## src/rtl/dual_dff_pkg.sv

```systemverilog
// Shared constants for the dual edge-triggered data flip-flop block
package dual_dff_pkg;

    // ************************************************************
    // Structure
    // ************************************************************
    localparam int NUM_CELLS   = 2;
    localparam int PIN_WIDTH   = 4;

    // ************************************************************
    // Field positions inside one cell's pin vector
    // ************************************************************
    localparam int PIN_CLK     = 0;
    localparam int PIN_DATA    = 1;
    localparam int PIN_SET_N   = 2;
    localparam int PIN_CLEAR_N = 3;

    // ************************************************************
    // Values after reset
    // ************************************************************
    // Clock high, data low, preset and clear released
    localparam logic [3:0] PIN_RESET_VAL   = 4'hD;
    localparam logic [1:0] STORED_RESET    = 2'h0;
    localparam logic [1:0] CLK_PREV_RESET  = 2'h3;

endpackage

```

## src/rtl/pin_sync.sv

```systemverilog
// Three-stage pin synchroniser with a second-and-third-agree filter
`timescale 1ns/100ps

module pin_sync #(
    parameter int               WIDTH     = 4,
    parameter logic [WIDTH-1:0] RESET_VAL = '0
) (
    input  wire logic             i_clk,
    input  wire logic             i_reset,
    input  wire logic [WIDTH-1:0] i_pins,
    output logic      [WIDTH-1:0] o_level
);

    // ************************************************************
    // State
    // ************************************************************
    typedef struct packed {
        logic [WIDTH-1:0] stage1;
        logic [WIDTH-1:0] stage2;
        logic [WIDTH-1:0] stage3;
        logic [WIDTH-1:0] level;
    } sync_state_t;

    sync_state_t state_reg;
    sync_state_t state_next;

    // Stage one feeds only stage two; the filter looks at stages two and three
    always_comb begin
        state_next        = state_reg;
        state_next.stage1 = i_pins;
        state_next.stage2 = state_reg.stage1;
        state_next.stage3 = state_reg.stage2;
        // A change counts only once stages two and three agree
        state_next.level  = (state_reg.stage2 & state_reg.stage3)
                          | (state_reg.level & (state_reg.stage2 ^ state_reg.stage3));
    end

    // Register the whole state
    always_ff @(posedge i_clk or posedge i_reset) begin
        if (i_reset) begin
            state_reg <= {RESET_VAL, RESET_VAL, RESET_VAL, RESET_VAL};
        end else begin
            state_reg <= state_next;
        end
    end

    assign o_level = state_reg.level;

endmodule

```

## src/rtl/dual_dff.sv

```systemverilog
// Two independent edge-triggered data flip-flops with preset and clear
// How it works
// - Two cells with their own clock, data, preset, clear and outputs share no state.
// - A rising edge on a cell's clock loads its data input into the true output.
// - While a cell's clock stays steady, its data input changes nothing.
// - The inverted output is the complement of the true output in clocked operation.
// - A low preset forces the true output high, and the inverted output low while clear is high.
// - A low clear with preset high forces the true output low and the inverted output high.
// - Preset and clear act at once without a clock edge and block clock edges meanwhile.
`timescale 1ns/100ps

module dual_dff (
    input  wire logic I_CLK,
    input  wire logic I_RESET,
    input  wire logic I_A_CAPTURE_CLK,
    input  wire logic I_A_DATA,
    input  wire logic I_A_SET_N,
    input  wire logic I_A_CLEAR_N,
    output logic      O_A_Q,
    output logic      O_A_Q_N,
    input  wire logic I_B_CAPTURE_CLK,
    input  wire logic I_B_DATA,
    input  wire logic I_B_SET_N,
    input  wire logic I_B_CLEAR_N,
    output logic      O_B_Q,
    output logic      O_B_Q_N
);

    // ************************************************************
    // Pin gathering and synchronisers
    // ************************************************************
    logic [dual_dff_pkg::PIN_WIDTH-1:0] cell_pins  [dual_dff_pkg::NUM_CELLS];
    logic [dual_dff_pkg::PIN_WIDTH-1:0] cell_level [dual_dff_pkg::NUM_CELLS];
    logic [dual_dff_pkg::NUM_CELLS-1:0] set_n_pin;
    logic [dual_dff_pkg::NUM_CELLS-1:0] clear_n_pin;

    // Each cell gets its own pin vector, so nothing is shared between cells
    assign cell_pins[0] = {I_A_CLEAR_N, I_A_SET_N, I_A_DATA, I_A_CAPTURE_CLK};
    assign cell_pins[1] = {I_B_CLEAR_N, I_B_SET_N, I_B_DATA, I_B_CAPTURE_CLK};
    assign set_n_pin    = {I_B_SET_N, I_A_SET_N};
    assign clear_n_pin  = {I_B_CLEAR_N, I_A_CLEAR_N};

    // Data rides the same pipeline as the clock so both stay aligned at the edge
    for (genvar c = 0; c < dual_dff_pkg::NUM_CELLS; c++) begin : g_sync
        pin_sync #(
            .WIDTH     (dual_dff_pkg::PIN_WIDTH),
            .RESET_VAL (dual_dff_pkg::PIN_RESET_VAL)
        ) u_sync (
            .i_clk   (I_CLK),
            .i_reset (I_RESET),
            .i_pins  (cell_pins[c]),
            .o_level (cell_level[c])
        );
    end

    // ************************************************************
    // Cell state
    // ************************************************************
    // One stored bit and one previous clock level per cell; the bit
    // positions keep the cells apart, nothing is mixed across them
    typedef struct packed {
        logic [dual_dff_pkg::NUM_CELLS-1:0] stored;
        logic [dual_dff_pkg::NUM_CELLS-1:0] clk_prev;
    } cell_state_t;

    cell_state_t state_reg;
    cell_state_t state_next;

    // ************************************************************
    // Filtered pin views
    // ************************************************************
    logic [dual_dff_pkg::NUM_CELLS-1:0] clk_level;
    logic [dual_dff_pkg::NUM_CELLS-1:0] data_level;
    logic [dual_dff_pkg::NUM_CELLS-1:0] set_level_n;
    logic [dual_dff_pkg::NUM_CELLS-1:0] clear_level_n;

    // Split each filtered vector into named bits so the cell logic reads plainly
    for (genvar c = 0; c < dual_dff_pkg::NUM_CELLS; c++) begin : g_view
        assign clk_level[c]     = cell_level[c][dual_dff_pkg::PIN_CLK];
        assign data_level[c]    = cell_level[c][dual_dff_pkg::PIN_DATA];
        assign set_level_n[c]   = cell_level[c][dual_dff_pkg::PIN_SET_N];
        assign clear_level_n[c] = cell_level[c][dual_dff_pkg::PIN_CLEAR_N];
    end

    // ************************************************************
    // Edge and force detection
    // ************************************************************
    logic [dual_dff_pkg::NUM_CELLS-1:0] clk_rise;
    logic [dual_dff_pkg::NUM_CELLS-1:0] set_act;
    logic [dual_dff_pkg::NUM_CELLS-1:0] clear_act;
    logic [dual_dff_pkg::NUM_CELLS-1:0] both_act;

    // Only a low-to-high change of the filtered clock is an edge; the previous
    // level resets high, so a clock already high at release is not an edge
    assign clk_rise  = clk_level & ~state_reg.clk_prev;
    // Filtered force requests, used only to steer the stored bit
    assign set_act   = ~set_level_n;
    assign clear_act = ~clear_level_n;
    assign both_act  = set_act & clear_act;

    // ************************************************************
    // Next state
    // ************************************************************
    // Preset and clear outrank any clock edge, so an edge that arrives while
    // either is held is lost instead of being applied after release
    always_comb begin
        state_next          = state_reg;
        state_next.clk_prev = clk_level;
        for (int c = 0; c < dual_dff_pkg::NUM_CELLS; c++) begin
            if (both_act[c]) begin
                // Both held: keep the old value, the outputs are forced anyway
                state_next.stored[c] = state_reg.stored[c];
            end else if (set_act[c]) begin
                state_next.stored[c] = 1'b1;
            end else if (clear_act[c]) begin
                state_next.stored[c] = 1'b0;
            end else if (clk_rise[c]) begin
                state_next.stored[c] = data_level[c];
            end else begin
                // Clock steady: the data pin has no say
                state_next.stored[c] = state_reg.stored[c];
            end
        end
    end

    // ************************************************************
    // State register
    // ************************************************************
    // Register the whole state; reset leaves both cells cleared
    always_ff @(posedge I_CLK or posedge I_RESET) begin
        if (I_RESET) begin
            state_reg.stored   <= dual_dff_pkg::STORED_RESET;
            state_reg.clk_prev <= dual_dff_pkg::CLK_PREV_RESET;
        end else begin
            state_reg <= state_next;
        end
    end

    // ************************************************************
    // Outputs
    // ************************************************************
    logic [dual_dff_pkg::NUM_CELLS-1:0] q_out;
    logic [dual_dff_pkg::NUM_CELLS-1:0] q_n_out;

    // Raw preset and clear pins override the stored bit with no clock in the
    // path, since waiting for the synchroniser would delay the forced level by
    // cycles; the price is that a glitch on those pins shows on the outputs
    always_comb begin
        q_out   = '0;
        q_n_out = '0;
        for (int c = 0; c < dual_dff_pkg::NUM_CELLS; c++) begin
            case ({set_n_pin[c], clear_n_pin[c]})
                2'h0: begin
                    // Both forced: both outputs high, stored bit not trusted
                    q_out[c]   = 1'b1;
                    q_n_out[c] = 1'b1;
                end
                2'h1: begin
                    // Preset only
                    q_out[c]   = 1'b1;
                    q_n_out[c] = 1'b0;
                end
                2'h2: begin
                    // Clear only
                    q_out[c]   = 1'b0;
                    q_n_out[c] = 1'b1;
                end
                2'h3: begin
                    // Normal operation: complementary pair from the stored bit
                    q_out[c]   = state_reg.stored[c];
                    q_n_out[c] = ~state_reg.stored[c];
                end
                default: begin
                    q_out[c]   = state_reg.stored[c];
                    q_n_out[c] = ~state_reg.stored[c];
                end
            endcase
        end
    end

    // Cell A sits on bit 0, cell B on bit 1
    assign O_A_Q   = q_out[0];
    assign O_A_Q_N = q_n_out[0];
    assign O_B_Q   = q_out[1];
    assign O_B_Q_N = q_n_out[1];

endmodule

```

## config.mk

```make
export PLATFORM = sky130hd
export DESIGN_NAME = dual_dff
export DESIGN_NICKNAME = d
export VERILOG_FILES = /design/src/rtl/dual_dff_pkg.sv /design/src/rtl/pin_sync.sv /design/src/rtl/dual_dff.sv
export SDC_FILE = /design/constraint.sdc
export NUM_CORES = 1
export LEC_CHECK = 0
export ABC_AREA = 1
export BUFFER_PORTS_ARGS = -buffer_cell sky130_fd_sc_hd__buf_2
export CAP_MARGIN = 15
export CORE_MARGIN = 2
export CORE_UTILIZATION = 33
export CTS_CLUSTER_SIZE = 40
export DETAILED_ROUTE_END_ITERATION = 10
export GPL_TIMING_DRIVEN = 1
export PLACE_DENSITY = 0.47
export SLEW_MARGIN = 20
export SYNTH_ARGS = -nofsm -noshare
export SYNTH_HDL_FRONTEND = slang
export SYNTH_SLANG_ARGS = --single-unit
```

## constraint.sdc

```tcl
create_clock -name I_CLK -period 2.7 [get_ports I_CLK]
set_input_delay 0.27 -clock I_CLK [delete_from_list [all_inputs] [get_ports I_CLK]]
set_output_delay 0.27 -clock I_CLK [all_outputs]
set_load 0.02 [all_outputs]
```

==> impl_metrics.env <==
export IMPL_status="complete, no violations"
export IMPL_synth_warnings=0
export IMPL_fin_hold_ws_ps=71.1
export IMPL_peakVddDrop_uv=275
export IMPL_row_count=22
export IMPL_dr_pass1_iters=3
export IMPL_viasPerCell=4.23
export IMPL_post_dp_hpwl_um=1060
export IMPL_grt_max_degree=37
export IMPL_clock_sinks=36
export IMPL_synth_net_count=97
export IMPL_die_x_um=64.7
export IMPL_fmax_mhz=781
export IMPL_globalplace_congestion=0.652
export IMPL_p_leak_nw=0.708
export IMPL_worstPathRequired_ps=2430
export IMPL_n_antenna_cell=0
export IMPL_grt_pass1_vias=699
export IMPL_port_buffers=13
export IMPL_pre_cts_ws_ps=1710
export IMPL_relSlewSlack_pct=71.7
export IMPL_clk_pin_slew_worst_paths_ps=70
export IMPL_cts_resized=0
export IMPL_synth_area_um2=1210
export IMPL_yosysTopAreaCell="dfstp_2"
export IMPL_max_clock_path_buffers=2
export IMPL_drt_iter0_markers=15
export IMPL_cts_hold_buffers_added=0
export IMPL_r2r_start="g_sync[1].u_sync.state_next[4]"
export IMPL_tightest_slew_ps=424
export IMPL_antenna_found_initial=0
export IMPL_antenna_left=0
export IMPL_hold_viol=0
export IMPL_drive_above_1_share_pct=50.5
export IMPL_setup_viol=0
export IMPL_setup_slack_ps=1420
export IMPL_numCtsBuffers=5
export IMPL_synth_cell_types=9
export IMPL_finClkSkew_ps=7.63
export IMPL_synth_area_leaders="dfstp_2, dfrtp_1, ha_1, a21o_1, nand2_1"
export IMPL_grt_pass1_wl_um=3070
export IMPL_start_util_pct=33.7
export IMPL_drc=0
export IMPL_cts_max_level=2
export IMPL_clock_tree_root_cell="clkbuf_8"
export IMPL_syn_to_final_growth_pct=19.2
export IMPL_syn_inst=79
export IMPL_largest_reg_flops=16
export IMPL_cts_setup_buffers=0
export IMPL_grt_total_usage_pct=10.3
export IMPL_min_period_ps=1280
export IMPL_fp_dieArea_um2=4180
export IMPL_global_route_overflow_total=0
export IMPL_regToRegSetupSlack_ps=1710
export IMPL_die_y_um=64.7
export IMPL_ys_seq_area_share_pct=76.8
export IMPL_finalSetupTns_ps=0
export IMPL_worst_setup_path_end_kind="primary output"
export IMPL_reg2reg_depth=2
export IMPL_maxCapViolations=0
export IMPL_crit_type="register to primary output"
export IMPL_routedWlPerCell_um=10.8
export IMPL_io_pins=14
export IMPL_r2r_end="g_sync[1].u_sync.o_level[0]"
export IMPL_crit_arrival_ps=1010
export IMPL_cts_tree="yes"
export IMPL_layout_nets=118
export IMPL_core_area_um2=3610
export IMPL_netlist_area_leader_share_pct=56.2
export IMPL_cp_start_kind="register"
export IMPL_hp_class="input port to async pin"
export IMPL_worstPathMaxFanout=3
export IMPL_powerDensity_nw_per_um2=777
export IMPL_report_final_slew_viol_count=0
export IMPL_totalWireLength_um=1600
export IMPL_ys_ff_latch=36
export IMPL_synth_avg_cell_area_um2=15.4
export IMPL_fin_crit_sh_pct=47.4
export IMPL_num_vias=630
export IMPL_clk_latency_ps=280
export IMPL_rsz0062_at_grt="no"
-- cell usage in the layout (no fill, tap or decap) --
cell and n:
nand3_1 4, clkbuf_1 1, buf_4 1, dfrtp_1 10, inv_1 5, ha_1 8
a21o_1 8, o21bai_2 2, inv_2 2, buf_2 13, nand2_1 14, dfstp_2 26
clkbuf_8 7
-- stage by stage --
stage / power [W] / cells / area, um^2 / utilization (%)
floorplan: 0.000697 / 79 / 1210 / -
global placement: 0.000726 / 141 / 1350 / 37.4
detailed placement: 0.000733 / 141 / 1350 / 37.4
CTS: 0.00115 / 149 / 1450 / 40.1
global route: 0.00120 / 149 / 1450 / 40.1
finish: 0.00112 / 149 / 1450 / 40.1
-- worst max path at each step --
stage / startpoint / slack [ps] / cells after the start / to
finish: state_reg[3] / 1420 / 4 / O_B_Q_N
global route: state_reg[2] / 1350 / 4 / O_A_Q_N
CTS: state_reg[3] / 1400 / 4 / O_B_Q_N
detailed placement: g_sync[1].u_sync.state_next[4] / 1710 / 2 / g_sync[1].u_sync.o_level[0]
global placement: g_sync[0].u_sync.state_next[6] / 1720 / 2 / g_sync[0].u_sync.o_level[2]
floorplan: I_RESET / 1670 / 1 / g_sync[0].u_sync.o_level[1]
-- kinds of logic (layout without fill, tap and decap cells) --
| group | count (synthesis) | count (layout) | share of synthesized area (%) |
|---|---|---|---|
| DFF | 36 | 36 | 76.8 |
| and+or+nand+nor | 18 | 18 | 5.97 |
| AOI/OAI and AO/OA | 10 | 10 | 6.80 |
| adders and majority gates | 8 | 8 | 8.24 |
| buffers and inverters | 7 | 29 | 2.16 |
-- per-layer routing --
layer  vias up  wire length [um]  global-route usage [%]
met2        14               759                    15.1
met5         -                 0                       0
met3         4                89                    5.73
met4         0                50                    7.18
li1        294                 -                       -
met1       318               702                    11.3
-- critical path: stages, from the launching register on --
cell and delay (ps):
dfrtp_1 410, inv_2 70, nand2_1 50, nand2_1 50, buf_2 150
-- cell type report --
class                      count  area [um^2]
inverter                       7         26.3
sequential                    36          933
multi-input combinational     36          255
clock buffer                   8          100
timing repair buffer          14         72.6
tap                           48         60.1
fill                         350         2160
-- cell usage after synthesis --
cell type / count
a21o_1: 8
dfrtp_1: 10
dfstp_2: 26
ha_1: 8
inv_1: 5
inv_2: 2
nand2_1: 14
nand3_1: 4
o21bai_2: 2
-- power breakdown --
group           total, W  switching (W)  internal, W
Combinational  0.0000912      0.0000512    0.0000400
Sequential      0.000629      0.0000254     0.000603
Clock           0.000405       0.000172     0.000233
(Power assumes the default switching activity.)
